`src/dscg_pkg.sv`:
```
// shared constants and types for the port clock gating block
package dscg_pkg;
   // register map: block base plus word offsets
   localparam logic [31:0] DSCG_BASE = 32'h400F_E000;
   localparam logic [11:0] OFF_RUN_CLK_CFG = 12'h060;
   localparam logic [11:0] OFF_RUN_GATE = 12'h108;
   localparam logic [11:0] OFF_SLEEP_GATE = 12'h118;
   localparam logic [11:0] OFF_DEEP_GATE = 12'h128;
   // field layout
   localparam int NUM_PORTS = 8;
   localparam int GATE_LSB = 0;
   localparam int GATE_LANE = 0;
   localparam int AUTO_SEL_POS = 25;
   localparam int AUTO_SEL_LANE = 3;
   // reset values
   localparam logic [7:0] GATE_RESET = 8'h00;
   localparam logic AUTO_SEL_RESET = 1'b0;
   localparam logic [31:0] WORD_ZERO = 32'h0000_0000;
   // bus responses
   localparam logic [1:0] RESP_OKAY = 2'h0;
   localparam logic [1:0] RESP_DECERR = 2'h3;
   // power mode the system is in
   typedef enum logic [1:0] {
      MODE_RUN = 2'b00,
      MODE_SLEEP = 2'b01,
      MODE_DEEP = 2'b10
   } dscg_mode_e;
endpackage

```
`src/dscg_gate_if.sv`:
```
// carrier between the register block and the gate selector
`timescale 1ns/10ps
interface dscg_gate_if;
   import dscg_pkg::*;
   logic [7:0] run_gate;
   logic [7:0] sleep_gate;
   logic [7:0] deep_gate;
   logic auto_sel;
   dscg_mode_e mode;
   logic [7:0] port_en;
   modport regs (output run_gate, output sleep_gate, output deep_gate, output auto_sel, output mode,
      input port_en);
   modport sel (input run_gate, input sleep_gate, input deep_gate, input auto_sel, input mode,
      output port_en);
endinterface

```
`src/dscg_top.sv`:
```
// port clock gating registers with AXI4-Lite slave and bus fault check
`timescale 1ns/10ps
// Summary of operation
// - Bits 7 to 0 each clock one port, bit 0 port A up to bit 7 port H, and a one lets the port run.
// - A zero bit stops that port's clock and keeps the port disabled.
// - A port access while its clock is off is answered with a bus fault.
// - Every gating bit is zero after reset, so all ports start unclocked.
// - Bits 31 to 8 are read-only zero and software keeps them on read-modify-write.
// - Run, sleep and deep-sleep gating are separate registers and this one acts only in deep-sleep.
// - The sleep and deep-sleep sets apply only while the auto gating select bit is set.
// - The deep-sleep gating register sits at offset 0x128 from base 0x400F.E000.
module dscg_top
   import dscg_pkg::*;
(
   input wire logic CLK,
   input wire logic RST,
   input wire logic [31:0] AWADDR,
   input wire logic AWVALID,
   output logic AWREADY,
   input wire logic [31:0] WDATA,
   input wire logic [3:0] WSTRB,
   input wire logic WVALID,
   output logic WREADY,
   output logic [1:0] BRESP,
   output logic BVALID,
   input wire logic BREADY,
   input wire logic [31:0] ARADDR,
   input wire logic ARVALID,
   output logic ARREADY,
   output logic [31:0] RDATA,
   output logic [1:0] RRESP,
   output logic RVALID,
   input wire logic RREADY,
   input wire logic SLEEP_MODE,
   input wire logic DEEP_SLEEP_MODE,
   input wire logic PORT_ACC_VALID,
   input wire logic [2:0] PORT_ACC_SEL,
   output logic [7:0] PORT_CLK_EN,
   output logic PORT_ACC_FAULT
);
   dscg_gate_if gif ();

   // address match against one register of the block
   function automatic logic hit(input logic [31:0] addr, input logic [11:0] off);
      hit = (addr == (DSCG_BASE + {20'h00000, off}));
   endfunction

   // response for an address: unmapped words get a decode error
   function automatic logic [1:0] resp_for(input logic [31:0] addr);
      resp_for = (hit(addr, OFF_RUN_CLK_CFG) || hit(addr, OFF_RUN_GATE) || hit(addr, OFF_SLEEP_GATE)
         || hit(addr, OFF_DEEP_GATE)) ? RESP_OKAY : RESP_DECERR;
   endfunction

   logic [7:0] run_gate_r, run_gate_nxt;
   logic [7:0] sleep_gate_r, sleep_gate_nxt;
   logic [7:0] deep_sleep_port_clock_gate_r, deep_nxt;
   logic auto_sleep_gating_select_r, auto_nxt;
   logic aw_hold_r, aw_hold_nxt;
   logic [31:0] aw_addr_r;
   logic w_hold_r, w_hold_nxt;
   logic [31:0] w_data_r;
   logic [3:0] w_strb_r;
   logic awready_r, wready_r, bvalid_r, arready_r, rvalid_r, arready_nxt;
   logic [1:0] bresp_r, rresp_r;
   logic [31:0] rdata_r;
   logic [7:0] port_clk_en_r;
   logic port_acc_fault_r;

   // handshake decode
   wire aw_take = AWVALID && awready_r;
   wire w_take = WVALID && wready_r;
   wire ar_take = ARVALID && arready_r;
   wire do_write = aw_hold_r && w_hold_r && !bvalid_r;
   wire gate_lane = do_write && w_strb_r[GATE_LANE];
   wire auto_lane = do_write && w_strb_r[AUTO_SEL_LANE];
   wire [7:0] wr_gate = w_data_r[GATE_LSB +: NUM_PORTS];

   wire wr_deep = gate_lane && hit(aw_addr_r, OFF_DEEP_GATE);
   wire wr_run = gate_lane && hit(aw_addr_r, OFF_RUN_GATE);
   wire wr_sleep = gate_lane && hit(aw_addr_r, OFF_SLEEP_GATE);
   wire wr_cfg = auto_lane && hit(aw_addr_r, OFF_RUN_CLK_CFG);

   // next register values; a write whose lane is off leaves the field alone
   assign deep_nxt = wr_deep ? wr_gate : deep_sleep_port_clock_gate_r;
   assign run_gate_nxt = wr_run ? wr_gate : run_gate_r;
   assign sleep_gate_nxt = wr_sleep ? wr_gate : sleep_gate_r;
   assign auto_nxt = wr_cfg ? w_data_r[AUTO_SEL_POS] : auto_sleep_gating_select_r;

   // channel holds: address and data are taken in either order
   assign aw_hold_nxt = aw_take ? 1'b1 : (do_write ? 1'b0 : aw_hold_r);
   assign w_hold_nxt = w_take ? 1'b1 : (do_write ? 1'b0 : w_hold_r);
   // read address is free whenever no answer is left standing, so it opens at once out of reset
   assign arready_nxt = ar_take ? 1'b0 : (!rvalid_r || RREADY);

   wire [31:0] rd_word =
      hit(ARADDR, OFF_DEEP_GATE) ? {24'h000000, deep_sleep_port_clock_gate_r} :
      hit(ARADDR, OFF_RUN_GATE) ? {24'h000000, run_gate_r} :
      hit(ARADDR, OFF_SLEEP_GATE) ? {24'h000000, sleep_gate_r} :
      hit(ARADDR, OFF_RUN_CLK_CFG) ? (WORD_ZERO | (32'h1 << AUTO_SEL_POS)) & {32{auto_sleep_gating_select_r}} :
      WORD_ZERO;

   // power mode; deep-sleep wins if both levels are up
   assign gif.mode = DEEP_SLEEP_MODE ? MODE_DEEP : (SLEEP_MODE ? MODE_SLEEP : MODE_RUN);
   assign gif.run_gate = run_gate_r;
   assign gif.sleep_gate = sleep_gate_r;
   assign gif.deep_gate = deep_sleep_port_clock_gate_r;
   assign gif.auto_sel = auto_sleep_gating_select_r;

   dscg_gate_sel u_sel (
      .gif (gif.sel)
   );

   wire fault_nxt = PORT_ACC_VALID && !port_clk_en_r[PORT_ACC_SEL];

   always_ff @(posedge CLK)
   begin
      if (RST)
      begin
         run_gate_r <= GATE_RESET;
         sleep_gate_r <= GATE_RESET;
         deep_sleep_port_clock_gate_r <= GATE_RESET;
         auto_sleep_gating_select_r <= AUTO_SEL_RESET;
         port_clk_en_r <= GATE_RESET;
         port_acc_fault_r <= 1'b0;
      end
      else
      begin
         run_gate_r <= run_gate_nxt;
         sleep_gate_r <= sleep_gate_nxt;
         deep_sleep_port_clock_gate_r <= deep_nxt;
         auto_sleep_gating_select_r <= auto_nxt;
         port_clk_en_r <= gif.port_en;
         port_acc_fault_r <= fault_nxt;
      end
   end

   // write channel; ready drops while a beat is held so payload never overwrites
   always_ff @(posedge CLK)
   begin
      if (RST)
      begin
         aw_hold_r <= 1'b0;
         w_hold_r <= 1'b0;
         awready_r <= 1'b0;
         wready_r <= 1'b0;
         bvalid_r <= 1'b0;
         bresp_r <= RESP_OKAY;
         aw_addr_r <= WORD_ZERO;
         w_data_r <= WORD_ZERO;
         w_strb_r <= 4'h0;
      end
      else
      begin
         aw_hold_r <= aw_hold_nxt;
         w_hold_r <= w_hold_nxt;
         awready_r <= !aw_hold_nxt;
         wready_r <= !w_hold_nxt;
         if (aw_take)
            aw_addr_r <= AWADDR;
         if (w_take)
         begin
            w_data_r <= WDATA;
            w_strb_r <= WSTRB;
         end
         if (do_write)
         begin
            bvalid_r <= 1'b1;
            bresp_r <= resp_for(aw_addr_r);
         end
         else if (BREADY)
            bvalid_r <= 1'b0;
      end
   end

   // read channel; one read at a time, answered the cycle after address
   always_ff @(posedge CLK)
   begin
      if (RST)
      begin
         arready_r <= 1'b0;
         rvalid_r <= 1'b0;
         rdata_r <= WORD_ZERO;
         rresp_r <= RESP_OKAY;
      end
      else
      begin
         arready_r <= arready_nxt;
         if (ar_take)
         begin
            rvalid_r <= 1'b1;
            rdata_r <= rd_word;
            rresp_r <= resp_for(ARADDR);
         end
         else if (RREADY)
            rvalid_r <= 1'b0;
      end
   end

   assign AWREADY = awready_r;
   assign WREADY = wready_r;
   assign BVALID = bvalid_r;
   assign BRESP = bresp_r;
   assign ARREADY = arready_r;
   assign RVALID = rvalid_r;
   assign RDATA = rdata_r;
   assign RRESP = rresp_r;
   assign PORT_CLK_EN = port_clk_en_r;
   assign PORT_ACC_FAULT = port_acc_fault_r;

   // checks on the gating behaviour and the register bus
   // gates clear
   a_reset_gates_clear: assert property (@(posedge CLK) RST |=> (PORT_CLK_EN == 8'h00)
      && (deep_sleep_port_clock_gate_r == 8'h00))
      else $error("gates not clear after reset");

   a_fault_when_gated: assert property (@(posedge CLK) disable iff (RST)
      (PORT_ACC_VALID && !PORT_CLK_EN[PORT_ACC_SEL]) |=> PORT_ACC_FAULT)
      else $error("gated port access gave no fault");

   a_no_fault_clocked: assert property (@(posedge CLK) disable iff (RST)
      (PORT_ACC_VALID && PORT_CLK_EN[PORT_ACC_SEL]) |=> !PORT_ACC_FAULT)
      else $error("clocked port access faulted");

   a_deep_set_used: assert property (@(posedge CLK) disable iff (RST)
      (DEEP_SLEEP_MODE && auto_sleep_gating_select_r)
      |=> (PORT_CLK_EN == $past(deep_sleep_port_clock_gate_r)))
      else $error("deep-sleep set not applied");

   a_sleep_set_used: assert property (@(posedge CLK) disable iff (RST)
      (SLEEP_MODE && !DEEP_SLEEP_MODE && auto_sleep_gating_select_r)
      |=> (PORT_CLK_EN == $past(sleep_gate_r)))
      else $error("sleep set not applied");

   a_run_set_no_auto: assert property (@(posedge CLK) disable iff (RST)
      !auto_sleep_gating_select_r |=> (PORT_CLK_EN == $past(run_gate_r)))
      else $error("run set not applied without auto select");

   a_deep_write_decode: assert property (@(posedge CLK) disable iff (RST)
      (do_write && w_strb_r[GATE_LANE] && (aw_addr_r == 32'h400F_E128))
      |=> (deep_sleep_port_clock_gate_r == $past(wr_gate)) ##[0:2] BVALID)
      else $error("deep gate write at its offset lost");

   a_reserved_read_zero: assert property (@(posedge CLK) disable iff (RST)
      (ar_take && (ARADDR == 32'h400F_E128)) |=> (RVALID && (RDATA[31:8] == 24'h000000) && (RRESP == 2'h0)))
      else $error("reserved bits read nonzero");

   a_ready_after_reset: assert property (@(posedge CLK) RST
      |=> (!AWREADY && !WREADY && !ARREADY && !BVALID && !RVALID && !PORT_ACC_FAULT))
      else $error("bus or fault active after reset");

   a_unmapped_refused: assert property (@(posedge CLK) disable iff (RST)
      (ar_take && (ARADDR == 32'h400F_E12C)) |=> ((RRESP == RESP_DECERR) && (RDATA == WORD_ZERO)))
      else $error("unmapped read not refused");

   a_read_busy: assert property (@(posedge CLK) disable iff (RST)
      RVALID |-> !ARREADY)
      else $error("read address taken while answer stands");

   a_fault_needs_access: assert property (@(posedge CLK) disable iff (RST)
      PORT_ACC_FAULT |-> $past(PORT_ACC_VALID))
      else $error("fault without a port access");

   a_all_gated_off: assert property (@(posedge CLK) disable iff (RST)
      (DEEP_SLEEP_MODE && auto_sleep_gating_select_r && (deep_sleep_port_clock_gate_r == 8'h00))
      |=> (PORT_CLK_EN == 8'h00))
      else $error("port clock left on with its gate clear");

   a_lane_off_keeps: assert property (@(posedge CLK) disable iff (RST)
      (do_write && !w_strb_r[GATE_LANE]) |=> $stable(deep_sleep_port_clock_gate_r))
      else $error("gate written with its byte lane off");

   a_run_mode_set: assert property (@(posedge CLK) disable iff (RST)
      (!SLEEP_MODE && !DEEP_SLEEP_MODE)
      |=> (PORT_CLK_EN == $past(run_gate_r)))
      else $error("run set not applied in run mode");

   a_auto_read_back: assert property (@(posedge CLK) disable iff (RST)
      (ar_take && (ARADDR == (DSCG_BASE + {20'h00000, OFF_RUN_CLK_CFG})))
      |=> (RDATA[AUTO_SEL_POS] == $past(auto_sleep_gating_select_r)))
      else $error("auto select bit not read back");
endmodule

```
`src/dscg_gate_sel.sv`:
```
// picks the gating set that applies in the present power mode
`timescale 1ns/10ps
module dscg_gate_sel
   import dscg_pkg::*;
(
   dscg_gate_if.sel gif
);
   // choose set by mode; without auto select the run set rules every mode
   always_comb
   begin
      gif.port_en = gif.run_gate;
      unique case (gif.mode)
         MODE_RUN:
         begin
            gif.port_en = gif.run_gate;
         end
         MODE_SLEEP:
         begin
            gif.port_en = gif.auto_sel ? gif.sleep_gate : gif.run_gate;
         end
         MODE_DEEP:
         begin
            gif.port_en = gif.auto_sel ? gif.deep_gate : gif.run_gate;
         end
         default:
         begin
            gif.port_en = gif.run_gate;
         end
      endcase
   end
endmodule

```
`config.mk`:
```
export PLATFORM = sky130hd
export DESIGN_NAME = dscg_top
export DESIGN_NICKNAME = d
export VERILOG_FILES = /design/src/dscg_pkg.sv /design/src/dscg_gate_if.sv /design/src/dscg_top.sv /design/src/dscg_gate_sel.sv
export SDC_FILE = /design/constraint.sdc
export NUM_CORES = 1
export LEC_CHECK = 0
export BUFFER_PORTS_ARGS = -buffer_cell sky130_fd_sc_hd__buf_4
export CORE_ASPECT_RATIO = 1.4
export CORE_UTILIZATION = 39
export CTS_CLUSTER_SIZE = 8
export DETAILED_ROUTE_END_ITERATION = 7
export MAX_ROUTING_LAYER = met4
export PLACE_DENSITY_LB_ADDON = 0.05
export SLEW_MARGIN = 25
export SYNTH_ARGS = -nofsm -noshare
export SYNTH_HDL_FRONTEND = slang
export SYNTH_SLANG_ARGS = --single-unit
```
`constraint.sdc`:
```
create_clock -name CLK -period 3.08 [get_ports CLK]
set_clock_uncertainty 0.05 [all_clocks]
set_input_delay 0.154 -clock CLK [delete_from_list [all_inputs] [get_ports CLK]]
set_output_delay 0.154 -clock CLK [all_outputs]
set_load 0.02 [all_outputs]
```
# Yosys cells after proc, flatten, opt, wreduce, memory -nomap -nowiden
# Index checks and enable logic that the tools add are counted.
# W data, S select, Z words.
[word_totals]
output_inout_bits = 50
regBits = 139
wordCells = 78
input_bits = 113
[op_classes]
magnitude_cmp = 1
n_reduce_logical = 27
n_eq_ne = 10
n_mux = 21
[ops]
columns = ["operator", "n"]
rows = [
  ["$eq A32 B31 Y1 const B", 8],
  ["$mux W26", 4],
  ["$mux W8", 2],
  ["$pmux W8 S2", 1],
  ["$logic_and A1 B1 Y1", 12],
  ["$mux W1", 10],
  ["$logic_or A1 B1 Y1", 7],
  ["$mux W2", 3],
  ["$logic_not A1 Y1", 5],
  ["$lt A3 B4 Y1 const B", 1],
  ["$reduce_bool A2 Y1", 2],
  ["$bmux W1 S3", 1],
  ["$eq A2 B1 Y1 const B", 1],
  ["$eq A2 B2 Y1 const B", 1],
  ["$reduce_or A2 Y1", 1],
]

# Depth between registers and ports, before layout
# Gate-level depths: netlist of run 1.
[depth]
ltp_word = 5
depth_mapped = 6
ltp_nobuf = 4

# By module
# Synthesis of run 1 repeated with hierarchy kept, for this count alone.
[unflattened]
cells_unflattened = 479
hier_area_um2 = 4296.6
[modules_own_cells]
columns = ["module", "area_each_um2", "instances", "seq_area_each_um2", "cells_per_inst"]
rows = [
  ["dscg_top", 4065.1, 1, 1901.8, 453],
  ["dscg_gate_sel", 231.5, 1, 0.0, 26],
]

# Worst setup path after synthesis of run 1
# OpenSTA, ideal clock, no wires.
[synth_path]
kind = "flip-flop to flip-flop"
startpoint = "register arready_r, in the netlist ARREADY"
endpoint = "register rdata_r[0], in the netlist RDATA[0]"
path_stages_with_launch = 6
path_slack_ns = 1.409
synth_period_minus_slack_ns = 1.671
path_buffers = 1
setup_time_ns = 0.069
t_arrival_ns = 1.552
required_ns = 2.961
cell_sequence = "dfxtp_1 -> nand2_1 -> or3b_1 -> or4_1 -> buf_2 -> o21ai_1"
[synth_between]
elab_chain_cells = 1
[synth_lines]
columns = ["item", "line", "text"]
rows = [
  ["start, declared", "dscg_top.sv:63", "logic awready_r, wready_r, bvalid_r, arready_r, rvalid_r, arready_nxt;"],
  ["start signal, assigned", "dscg_top.sv:187", "arready_r <= arready_nxt;"],
  ["$logic_and A1 B1 Y1", "dscg_top.sv:72", "wire ar_take = ARVALID && arready_r;"],
  ["end signal, assigned", "dscg_top.sv:191", "rdata_r <= rd_word;"],
  ["end, declared", "dscg_top.sv:65", "logic [31:0] rdata_r;"],
]
# No other way between the ends.
# A chain may end at the register's enable or synchronous reset.

# Worst setup path after layout of run 1
[layout_path]
startpoint = "register aw_addr_r[18]"
endpoint = "register run_gate_r[0], in the netlist gif.run_gate[0]"
[layout_between]
elab_chain_cells = 2
[layout_lines]
columns = ["item", "line", "text"]
rows = [
  ["start, declared", "dscg_top.sv:59", "logic [31:0] aw_addr_r;"],
  ["start signal, assigned", "dscg_top.sv:148", "aw_addr_r <= WORD_ZERO;"],
  ["start signal, assigned", "dscg_top.sv:159", "aw_addr_r <= AWADDR;"],
  ["$eq A32 B31 Y1", "dscg_top.sv:45", "hit = (addr == (DSCG_BASE + {20'h00000, off}));"],
  ["$logic_and A1 B1 Y1", "dscg_top.sv:79", "wire wr_run = gate_lane && hit(aw_addr_r, OFF_RUN_GATE);"],
  ["end signal, assigned", "dscg_top.sv:128", "run_gate_r <= run_gate_nxt;"],
  ["end, declared", "dscg_top.sv:54", "logic [7:0] run_gate_r, run_gate_nxt;"],
]
# No other way between the ends.

==> results.toml, run 1 <==
[detailed_routing]
routed_wl_um = 9720
num_vias = 3621
wl_per_cell_um = 13.0
drtIter0Drc = 110
viasPerCell = 4.86
postRouteAntennaNets = 0
drc = 0
drtPass1Iterations = 4

[layout]
layout-drive-gt1-share_pct = 22.6
layout.nets = 715
final_cells = 745
final_area_um2 = 5350
final_common_cell = "buf_4"
utilization_pct = 51.1
syn_to_final_growth_pct = 26.7
final_cell_mix = "buf_4 (116), nand2_1 (109), dfxtp_1 (95)"
num_antenna_cells = 0

[cts]
cts_root_buffer = "clkbuf_16"
cts_sinks = 95
htree_levels = 3
cts_buffers = 9
post_cts_buffers = 0
cts_tree = "built"
clkTransAtPathRegs_ns = 0.06
cts_resized = 0
cts.path.max_buffers = 2
insertion_delay_ns = 0.34

[job]
max_cap_violations = 0

[yosys]
synth-seq-cells = 95
syn_area_um2 = 4220
synth_flop_cell = "dfxtp_1"
synthArstFlopShare_pct = 0
synth_edf_count = 0
postSynthCellCount = 506
yosysSeqAreaShare_pct = 45.1
synth_top_area_share_pct = 45.1
syn-mean-instance-area_um2 = 8.34
synth_cell_types = 41
netlist_top_cells_area = "dfxtp_1 (45%), nand2_1 (9.8%), a21oi_1 (5.9%)"
yosysWarnings = 0
yosysTopAreaCell = "dfxtp_1"

[critical_path]
arrival_ns = 2.43
crit_fanout = 8
required_ns = 3.28
worstSetupPathType = "reg -> reg"
start_kind = "flip-flop"
cpMaxStageDelayCell = "nand4bb_1"
r2r_slack_ns = 0.85
cp_cell_sequence = "nor4bb_1 -> nand4_1 -> nand4bb_1 -> mux2i_1"
cp_slowest_stage_delay_ns = 0.67
end_kind = "flip-flop"

[pwr]
cellPowerDensity_nw_per_um2 = 486
p_sw_share_pct = 24.4
combPwrFrac_pct = 11.0
p_leak_nw = 2.18
clockPowerShare_pct = 39.5
intPower_mw = 1.97
p_seq_share_pct = 49.4
peakVddDrop_mv = 0.313
netSwitchingPower_mw = 0.634

[placed_design]
dp.cells = 727
portBuffers = 114
placed_area_um2 = 5050
dp_hpwl_um = 7300
globalplace.congestion = 0.797

[sta]
max_freq_ghz = 0.448
worst_pin_slew_ns = 0.875
hold_violations = 0
slew_headroom_pct = 41.7
period_share_pct = 72.4
finalCriticalPeriod_ns = 2.23
finalMaxSlewViolations = 0
setup_viol_count_final = 0
fin_setup_tns_ns = 0
rsz0062_at_grt = "false"
hold_ws_ns = 0.0102

[global_route]
track_usage_pct = 18.5
grt_antenna_before_repair = 0
grt_pass1_vias = 3663
grt_pass1_wl_um = 16600
grt_max_degree = 98
grt_remaining_overflow = 0

[floorplanning]
core-area_um2 = 10500
fp.dieW_um = 89.9
die-area_um2 = 11200
start_util_pct = 40.3
die_y_um = 125
io_pins = 163
rows = 44

[outcome]
outcome = "finished clean"

[hold_path]
min_path_type = "in -> reg"
## per-layer routing
layer	part of all wire [%]	up-vias	GRT usage, %
met4	1.5	0	6.83
met5	0	-	-
met2	52	93	33.3
met1	41	1649	19.5
li1	-	1865	-
met3	5.4	14	4.32
## layout make-up
type | instances | area (um^2)
Fill cell | 1068 | 5110
Multi-Input combinational cell | 373 | 2090
Sequential cell | 95 | 1900
Timing Repair Buffer | 118 | 891
Clock buffer | 11 | 243
Tap cell | 138 | 173
Clock inverter | 5 | 32.5
Inverter | 5 | 18.8
## registers in the layout, summed over array words and instances, names as in the netlist, 2 cells and up
signal,flops
w_strb_r,2
w_data_r,9
RDATA,9
aw_addr_r,32
gif.sleep_gate,8
PORT_CLK_EN,8
gif.run_gate,8
deep_sleep_port_clock_gate_r,8
## worst paths after layout
check | cells after the start | from | endpoint
min reg2reg | 2 | RDATA[6] | RDATA[6]
max | 4 | aw_addr_r[18] | gif.run_gate[0]
min | 3 | WDATA[1] | w_data_r[1]
max reg2reg | 4 | aw_addr_r[18] | gif.run_gate[0]
## Yosys cell counts, types with 3 or more instances
| cell | n |
|---|---|
| nand2_1 | 110 |
| dfxtp_1 | 95 |
| a21oi_1 | 50 |
| nand2b_1 | 39 |
| nor2_1 | 34 |
| buf_4 | 25 |
| mux2i_1 | 25 |
| clkbuf_1 | 24 |
| a211oi_1 | 9 |
| o21ai_0 | 9 |
| o21ai_1 | 9 |
| nor4b_1 | 8 |
| o2bb2ai_1 | 8 |
| o41ai_1 | 8 |
| nor4_1 | 6 |
| inv_1 | 5 |
| buf_1 | 4 |
| and2_1 | 3 |
| nand4_1 | 3 |
| nor2b_1 | 3 |
## power by group through the flow
| stage | sequential, mW | combinational, mW | clock, mW |
|---|---|---|---|
| floorplan | 1.32 | 0.176 | 0 |
| global placement | 1.31 | 0.285 | 0 |
| detailed placement | 1.31 | 0.288 | 0 |
| CTS | 1.29 | 0.291 | 1.06 |
| global route | 1.29 | 0.320 | 1.10 |
| finish | 1.29 | 0.287 | 1.03 |
## timing repair
| action | 4_1_cts | 5_1_grt |
|---|---|---|
| setup endpoints to repair | 0 | 0 |
| hold endpoints to repair | 2 | 0 |
| hold buffers | 2 | 0 |
## critical path, delay by kind of cell (launching register included)
kind / cells / cell delay (ns)
and+or+nand+nor: 3 / 1.44
DFF: 1 / 0.33
muxes: 1 / 0.32
## through the flow
step / setup WS (ns) / power, mW
final: 0.850 / 2.60
after global routing: 0.657 / 2.71
after CTS: 0.752 / 2.63
after detailed placement: 0.758 / 1.60
after global placement: 0.821 / 1.60
after floorplan: 1.41 / 1.49
## cells by family after synthesis
logic type	synth area share [%]
AND/OR/NAND/NOR	26.6
multiplexers	7.26
other	0.0889
AO/OA/AOI/OAI	13.4
buffers and inverters	7.62
flip-flops	45.1
No activity file was read; power rests on OpenSTA's default activity.
==> run 2, diff against run 1 <==
clock period = 2.3 ns   (was 3.08 ns; I/O delays follow)
==> results.toml, run 2 (synthesis results as in run 1) <==
[cts]
htree_levels = 3
cts.path.max_buffers = 2
post_cts_buffers = 0
cts_sinks = 95
cts_buffers = 9
clkTransAtPathRegs_ns = 0.06
cts_resized = 0
insertion_delay_ns = 0.33
cts_root_buffer = "clkbuf_16"
cts_tree = "built"

[sta]
fin_setup_tns_ns = 0
rsz0062_at_grt = "false"
setup_viol_count_final = 0
period_share_pct = 81.8
finalMaxSlewViolations = 0
max_freq_ghz = 0.531
hold_violations = 0
worst_pin_slew_ns = 0.606
finalCriticalPeriod_ns = 1.88
slew_headroom_pct = 59.5

[layout]
final_area_um2 = 5820
syn_to_final_growth_pct = 37.9
largest_register = "aw_addr_r"
final_common_cell = "buf_4"
largest_reg_flops = 32
layout.nets = 765
num_antenna_cells = 0
layout-drive-gt1-share_pct = 21.3
final_cell_mix = "buf_4 (125), nand2_1 (110), dfxtp_1 (95)"

[detailed_routing]
drc = 0
drtPass1Iterations = 4
postRouteAntennaNets = 0
viasPerCell = 4.83
wl_per_cell_um = 13.0
num_vias = 3835
drtIter0Drc = 92
routed_wl_um = 10300

[hold_path]
min_path_type = "in -> reg"

[global_route]
grt_max_degree = 53
grt_antenna_before_repair = 0
grt_pass1_vias = 3796
grt_pass1_wl_um = 17200
track_usage_pct = 19.4
grt_remaining_overflow = 0

[floorplanning]
core-area_um2 = 10500
fp.dieW_um = 89.9
rows = 44
die-area_um2 = 11200
io_pins = 163
start_util_pct = 40.3
die_y_um = 125

[pwr]
cellPowerDensity_nw_per_um2 = 614
p_leak_nw = 2.39
peakVddDrop_mv = 0.392

[outcome]
outcome = "finished clean"

[placed_design]
placed_area_um2 = 5120
portBuffers = 114
dp_hpwl_um = 7590
globalplace.congestion = 0.773

[critical_path]
start_kind = "flip-flop"
required_ns = 2.51
worstSetupPathType = "reg -> reg"
end_kind = "flip-flop"
arrival_ns = 2.09
crit_fanout = 8

[job]
max_cap_violations = 0
[run 2: repair_timing]
| action | in CTS | in global routing |
|---|---|---|
| endpoints found under the setup margin | 0 | 0 |
| endpoints found under the hold margin | 43 | 0 |
| hold buffers | 43 | 0 |
[run 2: stage by stage]
| step | hold WS [ns] | setup slack [ns] | total power [mW] | cells | util (%) |
|---|---|---|---|---|---|
| after floorplan | 0.201 | 0.629 | 2.00 | 528 | - |
| after global routing | 0.0190 | 0.234 | 3.75 | 794 | 55.7 |
| after CTS | 0.0103 | 0.395 | 3.63 | 794 | 55.7 |
| after global placement | 0.313 | 0.475 | 2.15 | 736 | 48.9 |
| after detailed placement | 0.321 | 0.407 | 2.15 | 736 | 48.9 |
| final | 0.0168 | 0.418 | 3.58 | 794 | 55.7 |
[run 2: worst paths after layout]
check | from | end | slack (ns) | cells past startpoint
max | aw_addr_r[31] | deep_sleep_port_clock_gate_r[6] | 0.42 | 5
min | WDATA[6] | w_data_r[6] | 0.02 | 3
max reg2reg | aw_addr_r[31] | deep_sleep_port_clock_gate_r[6] | 0.42 | 5
min reg2reg | RDATA[4] | RDATA[4] | 0.40 | 2
[run 2: area by class of cell]
class | count | area (um^2)
fillers | 1022 | 4640
multi-input cells | 373 | 2090
flip-flops and latches | 95 | 1900
repair buffers | 168 | 1370
clock buffers | 14 | 244
well taps | 138 | 173
clock inverters | 1 | 30.0
inverters | 5 | 18.8
[run 2: critical path, stage by stage, from the launching register on]
cell and delay, ns:
dfxtp_1 0.31, nor4b_1 0.40, nand4_1 0.29, nor4b_2 0.32, buf_4 0.24, mux2i_1 0.19
[run 2: report_power, final]
group / total [mW] / switching (mW) / internal [mW] / leakage (nW)
logic: 0.449 / 0.220 / 0.229 / 1.48
clock network: 1.41 / 0.567 / 0.839 / 0.131
registers: 1.72 / 0.0277 / 1.69 / 0.771
total: 3.58 / 0.815 / 2.76 / 2.39
[run 2: per-layer routing]
layer / GRT usage (%) / wire, um / vias up
met5: - / 0 / -
met2: 35.7 / 5470 / 99
met1: 19.6 / 4240 / 1748
met3: 4.01 / 422 / 12
met4: 8.63 / 164 / 0
li1: - / - / 1976
